## src/common/bckc_pkg.sv

```systemverilog
// constants, encodings and types of the buck converter control block
// assumes a 100 MHz system clock driving all of the block's logic
package bckc_pkg;

  // ****************************************
  // clock and timing
  // ****************************************
  localparam int CLK_PERIOD_NS = 10;
  localparam int MINP_STEP_NS = 20;
  localparam int MINP_STEP_CYC = (MINP_STEP_NS + CLK_PERIOD_NS - 1) / CLK_PERIOD_NS;
  localparam int DIV_BASE = 8;

  // ****************************************
  // mode register
  // ****************************************
  localparam int MODE_EN_BIT = 0;
  localparam int MODE_LARGE_BIT = 1;
  localparam int MODE_MINP_LSB = 2;
  localparam int MINP_W = 2;
  localparam int MODE_ILIM_LSB = 4;
  localparam int ILIM_W = 3;
  localparam logic [7:0] MODE_RESET = 8'h40;
  localparam logic [2:0] ILIM_200MA = 3'h1;
  localparam logic [2:0] ILIM_300MA = 3'h2;
  localparam logic [2:0] ILIM_400MA = 3'h3;
  localparam logic [2:0] ILIM_500MA = 3'h4;
  localparam logic [2:0] ILIM_600MA = 3'h5;

  // ****************************************
  // config, level and ready registers
  // ****************************************
  localparam int CFG_SRC_BIT = 0;
  localparam int CFG_INV_BIT = 3;
  localparam int CFG_DIV_LSB = 5;
  localparam int DIV_W = 2;
  localparam logic [7:0] CFG_RESET = 8'h00;
  localparam int LVL_LSB = 3;
  localparam int LVL_W = 4;
  localparam logic [7:0] LVL_RESET = 8'h08;
  localparam logic [3:0] LVL_1V9 = 4'h1;
  localparam int LVL_BASE_MV = 1800;
  localparam int LVL_STEP_MV = 100;
  localparam int RDY_HIGH_BIT = 7;
  localparam int RDY_LOW_BIT = 6;

  typedef enum logic [1:0] {
    ST_IDLE,
    ST_START,
    ST_RUN
  } bckc_state_t;

endpackage : bckc_pkg

```

## src/common/bckc_clk_if.sv

```systemverilog
// switching clock path between the control core and the clock selector
// assumes every signal is a level on the system clock
`timescale 1ns/10ps
`default_nettype none
interface bckc_clk_if;
  logic osc_lvl;
  logic div_lvl;
  logic sel_sys;
  logic sw_lvl;
  modport mux (input osc_lvl, input div_lvl, input sel_sys, output sw_lvl);
  modport ctrl (output osc_lvl, output div_lvl, output sel_sys, input sw_lvl);
endinterface : bckc_clk_if
`default_nettype wire

```

## src/hw/bckc_sync.sv

```systemverilog
// two-stage synchroniser for a bank of pin inputs
// assumes the inputs are asynchronous levels
`timescale 1ns/10ps
`default_nettype none
module bckc_sync #(
  parameter int W = 4
) (
  input wire logic sys_clk_i,
  input wire logic reset_n_i,
  input wire logic [W-1:0] d_i,
  output logic [W-1:0] q_o
);
  logic [W-1:0] meta_r;
  logic [W-1:0] q_r;

  // first stage feeds only the second
  always_ff @(posedge sys_clk_i) begin
    if (!reset_n_i) begin
      meta_r <= '0;
      q_r <= '0;
    end else begin
      meta_r <= d_i;
      q_r <= meta_r;
    end
  end

  assign q_o = q_r;
endmodule : bckc_sync
`default_nettype wire

```

## src/hw/bckc_clk_mux.sv

```systemverilog
// glitch-free selector between oscillator and divided system clock
// assumes both inputs are registered levels on the system clock
`timescale 1ns/10ps
`default_nettype none
module bckc_clk_mux (
  input wire logic sys_clk_i,
  input wire logic reset_n_i,
  bckc_clk_if.mux cif
);
  logic cur_sys_r;
  logic park_r;
  logic osc_prev_r;
  logic div_prev_r;
  logic sw_r;
  logic cur_lvl;
  logic new_lvl;
  logic new_fell;

  assign cur_lvl = cur_sys_r ? cif.div_lvl : cif.osc_lvl;
  assign new_lvl = cif.sel_sys ? cif.div_lvl : cif.osc_lvl;
  // a fall of the wanted source starts a full low phase of it
  assign new_fell = cif.sel_sys ? (div_prev_r && !cif.div_lvl) : (osc_prev_r && !cif.osc_lvl);

  always_ff @(posedge sys_clk_i) begin
    if (!reset_n_i) begin
      osc_prev_r <= 1'b0;
      div_prev_r <= 1'b0;
    end else begin
      osc_prev_r <= cif.osc_lvl;
      div_prev_r <= cif.div_lvl;
    end
  end

  // park low, resume on a fall
  // a change may wait one period of the new source; a short low would be worse
  always_ff @(posedge sys_clk_i) begin
    if (!reset_n_i) begin
      cur_sys_r <= 1'b0;
      park_r <= 1'b0;
    end else if (park_r) begin
      if (new_fell) begin
        cur_sys_r <= cif.sel_sys;
        park_r <= 1'b0;
      end
    end else if (cif.sel_sys != cur_sys_r && !cur_lvl) begin
      park_r <= 1'b1;
    end
  end

  always_ff @(posedge sys_clk_i) begin
    if (!reset_n_i) begin
      sw_r <= 1'b0;
    end else begin
      sw_r <= !park_r && cur_lvl;
    end
  end

  assign cif.sw_lvl = sw_r;
endmodule : bckc_clk_mux
`default_nettype wire

```

## src/hw/bckc_ctrl.sv

```systemverilog
// digital control of the on-chip step-down converter
// assumes comparator and oscillator pins are asynchronous; demand comes from
// a loop filter clocked by sys_clk_i
`timescale 1ns/10ps
`default_nettype none
module bckc_ctrl #(
  parameter int DEMAND_W = 8
) (
  input wire logic sys_clk_i,
  input wire logic reset_n_i,
  input wire logic mode_wr_i,
  input wire logic [7:0] mode_data_i,
  input wire logic config_wr_i,
  input wire logic [7:0] config_data_i,
  input wire logic level_wr_i,
  input wire logic [7:0] level_data_i,
  input wire logic osc_clk_i,
  input wire logic vout_above_i,
  input wire logic near_high_i,
  input wire logic near_low_i,
  input wire logic peak_over_i,
  input wire logic [DEMAND_W-1:0] demand_i,
  output logic [7:0] mode_reg_o,
  output logic [7:0] config_reg_o,
  output logic [7:0] level_reg_o,
  output logic [7:0] ready_reg_o,
  output logic [bckc_pkg::LVL_W-1:0] level_code_o,
  output logic [bckc_pkg::ILIM_W-1:0] peak_limit_code_o,
  output logic large_switch_o,
  output logic high_side_switch_o,
  output logic low_side_switch_o,
  output logic sw_clk_o,
  output logic skip_o,
  output logic active_o
);
  import bckc_pkg::*;

  // ****************************************
  // helpers
  // ****************************************
  function automatic logic [8:0] div_half(input logic [DIV_W-1:0] code);
    div_half = 9'((DIV_BASE / 2) << code);
  endfunction : div_half

  function automatic logic [DEMAND_W-1:0] min_width(input logic [MINP_W-1:0] code);
    min_width = DEMAND_W'(int'(code) * MINP_STEP_CYC);
  endfunction : min_width

  // ****************************************
  // registers
  // ****************************************
  logic [7:0] mode_r;
  logic [7:0] cfg_r;
  logic [7:0] lvl_r;
  logic [7:0] ready_r;
  bckc_state_t state_r;
  logic [8:0] div_cnt_r;
  logic div_raw_r;
  logic div_out_r;
  logic sw_prev_r;
  logic hs_r;
  logic ls_r;
  logic skip_r;
  logic [DEMAND_W-1:0] on_cnt_r;
  logic [3:0] pins_s;
  logic osc_s;
  logic above_s;
  logic peak_s;
  logic en;
  logic sw_rise;
  logic [MINP_W-1:0] minp;
  logic [DIV_W-1:0] div_code;

  bckc_clk_if cif ();

  // field layout of the mode word
  always_ff @(posedge sys_clk_i) begin
    if (!reset_n_i) begin
      mode_r <= MODE_RESET;
    end else if (mode_wr_i) begin
      mode_r <= mode_data_i;
    end
  end

  always_ff @(posedge sys_clk_i) begin
    if (!reset_n_i) begin
      cfg_r <= CFG_RESET;
    end else if (config_wr_i) begin
      cfg_r <= config_data_i;
    end
  end

  always_ff @(posedge sys_clk_i) begin
    if (!reset_n_i) begin
      lvl_r <= LVL_RESET;
    end else if (level_wr_i) begin
      lvl_r <= level_data_i;
    end
  end

  assign en = mode_r[MODE_EN_BIT];
  assign minp = mode_r[MODE_MINP_LSB +: MINP_W];
  assign div_code = cfg_r[CFG_DIV_LSB +: DIV_W];

  // ****************************************
  // pin synchronisers
  // ****************************************
  bckc_sync #(
    .W(4)
  ) u_sync_cmp (
    .sys_clk_i(sys_clk_i),
    .reset_n_i(reset_n_i),
    .d_i({vout_above_i, peak_over_i, near_high_i, near_low_i}),
    .q_o(pins_s)
  );

  bckc_sync #(
    .W(1)
  ) u_sync_osc (
    .sys_clk_i(sys_clk_i),
    .reset_n_i(reset_n_i),
    .d_i(osc_clk_i),
    .q_o(osc_s)
  );

  assign above_s = pins_s[3];
  assign peak_s = pins_s[2];

  // ready flags mirror the window comparators
  always_ff @(posedge sys_clk_i) begin
    if (!reset_n_i) begin
      ready_r <= 8'h00;
    end else begin
      ready_r <= 8'h00;
      ready_r[RDY_HIGH_BIT] <= pins_s[1];
      ready_r[RDY_LOW_BIT] <= pins_s[0];
    end
  end

  // ****************************************
  // switching clock path
  // ****************************************
  // divider toggles at half the divisor; a new setting acts on the count in progress at once
  always_ff @(posedge sys_clk_i) begin
    if (!reset_n_i) begin
      div_cnt_r <= 9'h000;
      div_raw_r <= 1'b0;
    end else if (div_cnt_r + 9'h001 >= div_half(div_code)) begin
      div_cnt_r <= 9'h000;
      div_raw_r <= ~div_raw_r;
    end else begin
      div_cnt_r <= div_cnt_r + 9'h001;
    end
  end

  // inversion applied only at a toggle so no runt pulse
  always_ff @(posedge sys_clk_i) begin
    if (!reset_n_i) begin
      div_out_r <= 1'b0;
    end else if (div_cnt_r + 9'h001 >= div_half(div_code)) begin
      div_out_r <= (~div_raw_r) ^ cfg_r[CFG_INV_BIT];
    end
  end

  assign cif.osc_lvl = osc_s;
  assign cif.div_lvl = div_out_r;
  assign cif.sel_sys = cfg_r[CFG_SRC_BIT];

  bckc_clk_mux u_clk_mux (
    .sys_clk_i(sys_clk_i),
    .reset_n_i(reset_n_i),
    .cif(cif)
  );

  always_ff @(posedge sys_clk_i) begin
    if (!reset_n_i) begin
      sw_prev_r <= 1'b0;
    end else begin
      sw_prev_r <= cif.sw_lvl;
    end
  end

  assign sw_rise = cif.sw_lvl && !sw_prev_r;

  // ****************************************
  // sequencing
  // ****************************************
  // enable gates the sequencer and both switches
  always_ff @(posedge sys_clk_i) begin
    if (!reset_n_i) begin
      state_r <= ST_IDLE;
    end else begin
      case (state_r)
        ST_IDLE: begin
          if (en) begin
            state_r <= ST_START;
          end
        end
        ST_START: begin
          if (!en) begin
            state_r <= ST_IDLE;
          end else if (above_s) begin
            state_r <= ST_RUN;
          end
        end
        ST_RUN: begin
          if (!en) begin
            state_r <= ST_IDLE;
          end
        end
        default: begin
          state_r <= ST_IDLE;
        end
      endcase
    end
  end

  // ****************************************
  // high-side switch and pulse timing
  // ****************************************
  // hazard: limit and overvoltage override any pulse in flight
  always_ff @(posedge sys_clk_i) begin
    if (!reset_n_i) begin
      hs_r <= 1'b0;
      on_cnt_r <= '0;
    end else if (!en || state_r == ST_IDLE) begin
      hs_r <= 1'b0;
      on_cnt_r <= '0;
    end else if (peak_s || above_s) begin
      hs_r <= 1'b0;
      on_cnt_r <= '0;
    end else if (state_r == ST_START) begin
      hs_r <= 1'b1;
    end else if (sw_rise) begin
      if (demand_i == '0 || (minp != '0 && demand_i < min_width(minp))) begin
        hs_r <= 1'b0;
        on_cnt_r <= '0;
      end else begin
        hs_r <= 1'b1;
        on_cnt_r <= demand_i;
      end
    end else if (on_cnt_r > DEMAND_W'(1)) begin
      on_cnt_r <= on_cnt_r - DEMAND_W'(1);
    end else begin
      hs_r <= 1'b0;
      on_cnt_r <= '0;
    end
  end

  always_ff @(posedge sys_clk_i) begin
    if (!reset_n_i) begin
      skip_r <= 1'b0;
    end else begin
      skip_r <= en && state_r == ST_RUN && sw_rise && !peak_s && !above_s && demand_i != '0
                && minp != '0 && demand_i < min_width(minp);
    end
  end

  // low side conducts between pulses; never together with the high side
  always_ff @(posedge sys_clk_i) begin
    if (!reset_n_i) begin
      ls_r <= 1'b0;
    end else begin
      ls_r <= en && state_r == ST_RUN && !above_s && !hs_r && !sw_rise;
    end
  end

  // ****************************************
  // outputs
  // ****************************************
  assign mode_reg_o = mode_r;
  assign config_reg_o = cfg_r;
  assign level_reg_o = lvl_r;
  assign ready_reg_o = ready_r;
  assign level_code_o = lvl_r[LVL_LSB +: LVL_W];
  assign peak_limit_code_o = mode_r[MODE_ILIM_LSB +: ILIM_W];
  assign large_switch_o = mode_r[MODE_LARGE_BIT];
  assign high_side_switch_o = hs_r;
  assign low_side_switch_o = ls_r && !hs_r;
  assign sw_clk_o = cif.sw_lvl;
  assign skip_o = skip_r;
  assign active_o = state_r != ST_IDLE;
endmodule : bckc_ctrl
`default_nettype wire

```

## config.mk

```make
export PLATFORM = sky130hd
export DESIGN_NAME = bckc_ctrl
export DESIGN_NICKNAME = d
export VERILOG_FILES = /design/src/common/bckc_pkg.sv /design/src/common/bckc_clk_if.sv /design/src/hw/bckc_sync.sv /design/src/hw/bckc_clk_mux.sv /design/src/hw/bckc_ctrl.sv
export SDC_FILE = /design/constraint.sdc
export NUM_CORES = 1
export LEC_CHECK = 0
export BUFFER_PORTS_ARGS = -buffer_cell sky130_fd_sc_hd__clkbuf_2
export CAP_MARGIN = 5
export CORE_MARGIN = 5
export CORE_UTILIZATION = 45
export CTS_CLUSTER_DIAMETER = 80
export DETAILED_ROUTE_END_ITERATION = 7
export PLACE_DENSITY = 0.71
export SLEW_MARGIN = 20
export SYNTH_ARGS = -nofsm -noshare
export SYNTH_HDL_FRONTEND = slang
export SYNTH_SLANG_ARGS = --single-unit
export TNS_END_PERCENT = 30
```

## constraint.sdc

```tcl
create_clock -name sys_clk_i -period 3.6 [get_ports sys_clk_i]
set_clock_uncertainty 0.05 [all_clocks]
set_input_delay 0.36 -clock sys_clk_i [delete_from_list [all_inputs] [get_ports sys_clk_i]]
set_output_delay 0.36 -clock sys_clk_i [all_outputs]
set_load 0.02 [all_outputs]
```

# Word level (Yosys, flattened, before mapping)
# Cells that the tools add are included.
[word_totals] register_bits=72 latch_bits=0 ram_bits=0 rom_bits=0 in_bits=42 out_inout_bits=45 elab_cells=95 mem_count=0
[op_classes] n_addsub=2 n_mul=0 div_mod_pow=0 order_cmp=3 eq_ne=7 n_shift=1 muxes=17 n_bitwise=3 n_reduce_logical=39
[ops] op="$mux 8" n=3
[ops] op="$logic_and 1x1->1" n=17
[ops] op="$logic_not 1->1" n=10
[ops] op="$add 9x1->9 const B" n=1
[ops] op="$ge 9x9->1" n=1
[ops] op="$mux 1" n=9
[ops] op="$shl 3x2->9 const A" n=1
[ops] op="$gt 8x1->1 const B" n=1
[ops] op="$logic_not 8->1" n=1
[ops] op="$lt 8x3->1" n=1
[ops] op="$mux 2" n=4
[ops] op="$reduce_bool 8->1" n=1
[ops] op="$sub 8x1->8 const B" n=1
[ops] op="$pmux 2 s3" n=1
[ops] op="$ne 2x2->1 const B" n=2
[ops] op="$reduce_bool 2->1" n=2
[ops] op="$logic_or 1x1->1" n=3
[ops] op="$ne 3x2->1 const B" n=1
[ops] op="$ne 3x3->1 const B" n=1
[ops] op="$reduce_and 3->1" n=1
[ops] op="$reduce_or 3->1" n=1
[ops] op="$eq 2x1->1 const B" n=1
[ops] op="$eq 2x2->1 const B" n=1
[ops] op="$logic_not 2->1" n=1
[ops] op="other kinds (5)" n=6

# Logic depth before layout (Yosys ltp)
# Gate-level depths: netlist (run 1).
[logic_depth] ltp_word=8 mapped_depth=9 mapped_depth_nobuf=9

# Cells and area by module
# A second synthesis (run 1) with hierarchy kept.
[hier_totals] cells_unflattened=292 area_unflattened_um2=2884.0
[modules_own_cells] module="bckc_ctrl" n_inst=1 cells_each=251 area_each_um2=2413.6 seq_area_each_um2=1021.0
[modules_own_cells] module="bckc_sync at u_sync_cmp" n_inst=1 cells_each=16 area_each_um2=210.2 seq_area_each_um2=160.2
[modules_own_cells] module="bckc_clk_mux" n_inst=1 cells_each=21 area_each_um2=207.7 seq_area_each_um2=100.1
[modules_own_cells] module="bckc_sync at u_sync_osc" n_inst=1 cells_each=4 area_each_um2=52.6 seq_area_each_um2=40.0

# Worst setup path after synthesis (run 1)
# No wires, ideal clock.
[synth_timing] kind="reg-to-reg" from="register div_cnt_r[0]" to="register div_cnt_r[2]" setup_time_ps=68 arrival_ps=1707 t_required_ps=3482 setup_slack_ps=1775 stages_incl_launch_ff=10 path_buffers=0 synth_period_minus_slack_ps=1825 path_cell_list="dfxtp_1 -> ha_1 -> nand3_1 -> xnor2_1 -> ha_1 -> o21ai_0 -> a21oi_1 -> nor2_1 -> nand4_1 -> nor2b_1"
[synth_between] elab_chain_len=3
[synth_rtl] item="start, declared" line_no="bckc_ctrl.sv:57" text="logic [8:0] div_cnt_r;"
[synth_rtl] item="start signal, assigned" line_no="bckc_ctrl.sv:152" text="div_cnt_r <= div_cnt_r + 9'h001;"
[synth_rtl] item="$add 9x1->9 (*)" line_no="bckc_ctrl.sv:148, bckc_ctrl.sv:152"
[synth_rtl] item="$ge 9x9->1" line_no="bckc_ctrl.sv:148" text="end else if (div_cnt_r + 9'h001 >= div_half(div_code)) begin"
[synth_rtl] item="$reduce_or 2->1 (no line)"
# Mark *: on every way between the ends. The rest lies on a longest branch, timed or not.
# A chain may end at the register's enable or synchronous reset.

# Final worst setup path (run 1)
# Ends and elaborated chain as after synthesis.

==> run summary, run 1 <==
Worst setup EP type - flip-flop
Routed Antenna Nets - 0
Final setup violation count - 0
Synth warn - 0
Critical path origin - div_cnt_r[0]
# DRC - 0
Worst R2R Start - div_cnt_r[0]
P_leak - 1.61 nW
P per Cell Area - 460 nW/um2
Rel. slew slack - 0.487
Hold Crit Class - in -> reg
Setup TNS - 0 ps
Number of flops mapped to enable cells by yosys - 0
Postcts setup bufs - 0
Clock slew at reported path FFs - 70 ps
Final slew viol count - 0
Final core occ - 0.554
Worst r2r path cells - 9
DRT iter0 DRCs - 90
Avg Inst Size Synth - 9.51 um2
Crit-path max cell delay - 400 ps
Clock latency on the worst-skew pair - 330 ps
Commonest non-fill, non-tap cell in the layout - clkbuf_2
Proportion of layout cells with a drive suffix above 1 - 0.278
Cell Area, Synth - 2930 um2
PnR worst setup slack - 1530 ps
First-pass GRT wire length - 9.96 mm
CP startpoint kind - flip-flop
CTS Hold Bufs - 0
Die Area - 8220 um2
RSZ-0062 raised after global routing - no
Required @ worst endpoint - 3810 ps
Sequential area share after synthesis - 0.451
Setup CP Type - reg -> reg
Antenna violations before repair - 0
Top_reg_cell synth - dfxtp_1
Final min period - 2070 ps
Commonest non-fill, non-tap cells in the layout - clkbuf_2, dfxtp_1, nor2b_1
Num CTS Buffers - 9
Clk buf depth - 2
Total grt overflow - 0
I/O Buffers - 80
Fillers - 566
Pre-CTS setup slack - 1540 ps
Max cap viols - 0
Root Buffer - clkbuf_8
Critical-path top delay cell - dfxtp_1
Fmax - 483 MHz
R2r setup slk - 1530 ps
Initial Util - 0.461
HP Start - near_high_i
Multi-input logic area - 1440 um2
Site row count - 29
Chip width - 90.7 um
Worst hold margin - 181 ps
Final #Nets - 431
Die height - 90.7 um
HPWL after detailed placement - 4.28 mm
Endpoints failing hold - 0
Post-DR vias/cell - 4.87
# IOs - 87
Final period util - 0.576
Hold depth - 2
Gpl congestion - 0.884
Mapped Cells - 308
Synth cell types - 44
FF+latch count, synth - 66
Area growth syn-to-layout - 20.2%
H-tree depth - 3
Critical path, cell by cell - ha_1 > nand3_1 > xnor2_1 > ha_1 > o21ai_0 > a21oi_1 > nor2_1 > nand4_1 > nor2b_1
CTS tree - built
Avg WL per Cell - 12.3 um
Vias in the first global route - 2,280
Most frequent CP cell - ha_1
Core box area - 6350 um2
Routed via count - 2,252
Slew @ Worst Pin - 768 ps
Post-CTS Resized - 0
Largest net degree at the start of global routing - 48
Detailed Route WL - 5.70 mm
Total power - 0.00162 W
Worst Path Arrival - 2290 ps
TritonCTS Sinks - 66
Fraction of registers with async set or reset after synthesis - 0
First drt pass iteration count - 4
Crit Path Max Fanout - 6
GRT Util Overall - 0.144
Status - completed
FF/Latch Area - 1320 um2
Number of antenna repair diodes - 0
Max VDD drop - 0.350 mV
[synth_stat cells, drive strengths merged, types with 2 or more instances]
library cell	number	area (um2)
ha	9	113
nor2	16	60.1
nand3	6	30.0
nand2b	9	56.3
nor2b	30	188
a211oi	4	30.0
buf	15	113
a21oi	11	55.1
or2	3	18.8
o21ai	11	55.1
a21o	2	15.0
nor3	6	30.0
xnor2	6	52.6
xor2	2	17.5
and2	14	87.6
nand2	19	71.3
clkbuf	13	48.8
or3	4	30.0
o31ai	3	36.3
dfxtp	66	1320
inv	9	33.8
mux2i	28	280
and3	2	12.5
a221oi	2	30.0
nor3b	3	27.5
[through the flow]
step                cell area (um2)  instances
global placement               3300        446
CTS                            3520        462
floorplan                      2960        316
detailed placement             3300        446
global route                   3520        462
finish                         3520        462
[cell families (layout without fill, tap and decap cells)]
kind of cell | count (synthesis) | count (layout) | synth area share
adder cells (fa/ha/maj) | 9 | 9 | 0.0385
flip-flops | 66 | 66 | 0.451
buffers and inverters | 37 | 106 | 0.0667
XOR/XNOR | 8 | 8 | 0.0239
AO/OA/AOI/OAI | 41 | 41 | 0.0983
other | 1 | 9 | 0.00128
AND/OR/NAND/NOR | 118 | 118 | 0.224
multiplexers | 28 | 28 | 0.0957
[cell type report]
class	instances	share of cell area
Multi-Input combinational cell	213	0.410
Sequential cell	66	0.376
Timing Repair Buffer	81	0.116
Clock buffer	9	0.0352
Tap cell	77	0.0274
Clock inverter	7	0.0267
Inverter	9	0.00960
[power by group]
part / switching, W / total, W / internal (W)
sequential: 0.0000231 / 0.000784 / 0.000761
clock: 0.000277 / 0.000665 / 0.000388
combinational: 0.0000940 / 0.000168 / 0.0000740
total: 0.000394 / 0.00162 / 0.00122
[worst max-delay path, delay by kind of cell (launching register included)]
kind | cells | cell delay, ps
and+or+nand+nor | 4 | 650
adders and majority gates | 2 | 480
DFF | 1 | 400
AOI/OAI and AO/OA | 2 | 230
xor gates and xnor gates | 1 | 190
[metal layers]
| metal | vias to the layer above | track usage | routed length (um) |
|---|---|---|---|
| li1 | 1169 | - | - |
| met5 | - | 0 | 0 |
| met3 | 5 | 0.0575 | 409 |
| met4 | 0 | 0.0484 | 51 |
| met1 | 1008 | 0.172 | 2670 |
| met2 | 70 | 0.235 | 2570 |
[path summary, 6_finish.rpt]
path	endpoint
setup / recovery	div_cnt_r[2]
hold / removal	u_sync_cmp.meta_r[1]
setup reg to reg	div_cnt_r[2]
hold reg to reg	u_sync_cmp.q_o[2]
[state kept, by name (all words and copies together), names as in the netlist, 2 cells and up]
signal and cells:
mode_reg_o 8, u_sync_cmp.q_o 4, u_sync_cmp.meta_r 4, div_cnt_r 9, ready_reg_o 2, state_r 2
level_reg_o 8, on_cnt_r 8, config_reg_o 8
(Power assumes the default switching activity.)
==> inputs of run 2 (changes only) <==
clock period = 2.15 ns   (was 3.6 ns; I/O delays follow)
==> run summary, run 2 (synthesis results as in run 1) <==
I/O Buffers - 80
Number of antenna repair diodes - 0
Final core occ - 0.562
Crit Path Max Fanout - 6
Core box area - 6350 um2
Critical path buffers and inverters - 0
Fmax - 508 MHz
Area growth syn-to-layout - 21.9%
Clock slew at reported path FFs - 70 ps
Required @ worst endpoint - 2350 ps
Critical path, cell by cell - ha_4 > xor2_2 > ha_1 > o21ai_1 > a21oi_2 > nor2_2 > nand4_1 > nor2_1
Gpl congestion - 0.899
Final min period - 1970 ps
PnR worst setup slack - 183 ps
# DRC - 0
Post-DR vias/cell - 4.81
Clock latency on the worst-skew pair - 330 ps
Commonest non-fill, non-tap cell in the layout - clkbuf_2
Num CTS Buffers - 9
First-pass GRT wire length - 10.2 mm
Pre-CTS setup slack - 90.9 ps
Initial Util - 0.461
Avg WL per Cell - 12.9 um
Max VDD drop - 0.451 mV
First drt pass iteration count - 5
Endpoints failing hold - 0
Chip width - 90.7 um
Max reg flops - 9
Largest net degree at the start of global routing - 47
Cell Count, Final, Fillers Out - 463
Status - completed
Proportion of layout cells with a drive suffix above 1 - 0.316
Critical-path top delay cell - dfxtp_4
Site row count - 29
CTS Hold Bufs - 0
TritonCTS Sinks - 66
RSZ-0062 raised after global routing - no
Crit-path max cell delay - 370 ps
DRT iter0 DRCs - 52
Cell family with most CP delay - simple AND/OR/NAND/NOR gates
Reg with most FFs - div_cnt_r
Final slew viol count - 0
Area after DPL - 3310 um2
Detailed Route WL - 5.99 mm
Worst Path Arrival - 2170 ps
Rel. slew slack - 0.640
Worst setup EP type - flip-flop
Die height - 90.7 um
Routed Antenna Nets - 0
P per Cell Area - 714 nW/um2
Commonest non-fill, non-tap cells in the layout - clkbuf_2, dfxtp_1, nor2b_1
Vias in the first global route - 2,290
Final setup violation count - 0
Post-route cell area - 3570 um2
P_leak - 1.62 nW
# IOs - 87
Slew @ Worst Pin - 539 ps
Placed insts - 447
Total grt overflow - 0
Clk buf depth - 2
Routed via count - 2,229
Root Buffer - clkbuf_8
GRT Util Overall - 0.148
Setup CP Type - reg -> reg
Hold Crit Class - in -> reg
CTS tree - built
Die Area - 8220 um2
HPWL after detailed placement - 4.38 mm
Final period util - 0.915
Final #Nets - 432
CP startpoint kind - flip-flop
Antenna violations before repair - 0
H-tree depth - 3
Setup TNS - 0 ps
Max cap viols - 0
## run 2: cell types whose count changed in the layout (fill, tap and decap cells not counted), moves of 2 or more
cell and change:
o21ai_0 -2, dfxtp_1 -5, nor2_1 -2, bufinv_16 -2, dfxtp_4 +3, clkbuf_8 +3, dfxtp_2 +2, nand3_1 -2
nor2_2 +2
## run 2: final timing paths
path	startpoint	end	slack [ps]	depth (start not counted)
hold / removal	osc_clk_i	u_sync_osc.meta_r	40	2
setup / recovery	div_cnt_r[1]	div_cnt_r[1]	180	8
setup reg to reg	div_cnt_r[1]	div_cnt_r[1]	180	8
hold reg to reg	u_sync_cmp.q_o[1]	ready_reg_o[7]	380	1
## run 2: what timing repair did
action,CTS,global route
resized for setup,3,18
setup buffers,0,0
setup endpoints to repair,2,8
pin swaps,1,6
## run 2: final cells by class
class,instances,area [um2]
multi-input cells,213,1500
clock buffers,12,165
inverters,9,33.8
well taps,77,96.3
repair buffers,82,415
clock inverters,4,25.0
fillers,554,2780
flip-flops and latches,66,1340
## run 2: worst reg2reg max path: stages, from the launching register on
cell and delay (ps):
dfxtp_4 370, ha_4 180, xor2_2 180, ha_1 280, o21ai_1 160, a21oi_2 80, nor2_2 130, nand4_1 260
nor2_1 210
## run 2: power by group
group | internal, W | switching (W)
clock network | 0.000509 | 0.000445
registers | 0.00127 | 0.0000391
logic | 0.000127 | 0.000159
## run 2: metrics by stage
| stage | power (W) | hold WS [ps] |
|---|---|---|
| floorplan | 0.00154 | 292 |
| global placement | 0.00162 | 363 |
| detailed placement | 0.00163 | 367 |
| CTS | 0.00259 | 23.4 |
| global route | 0.00268 | 26.0 |
| finish | 0.00255 | 38.8 |
## run 2: layer usage
metal / global-route usage / wire, um / part of all wire / vias to the layer above
met3: 0.0567 / 477 / 0.080 / 9
met2: 0.235 / 2740 / 0.46 / 65
li1: - / - / - / 1163
met5: 0 / 0 / 0 / -
met1: 0.174 / 2690 / 0.45 / 992
met4: 0.0744 / 83 / 0.014 / 0
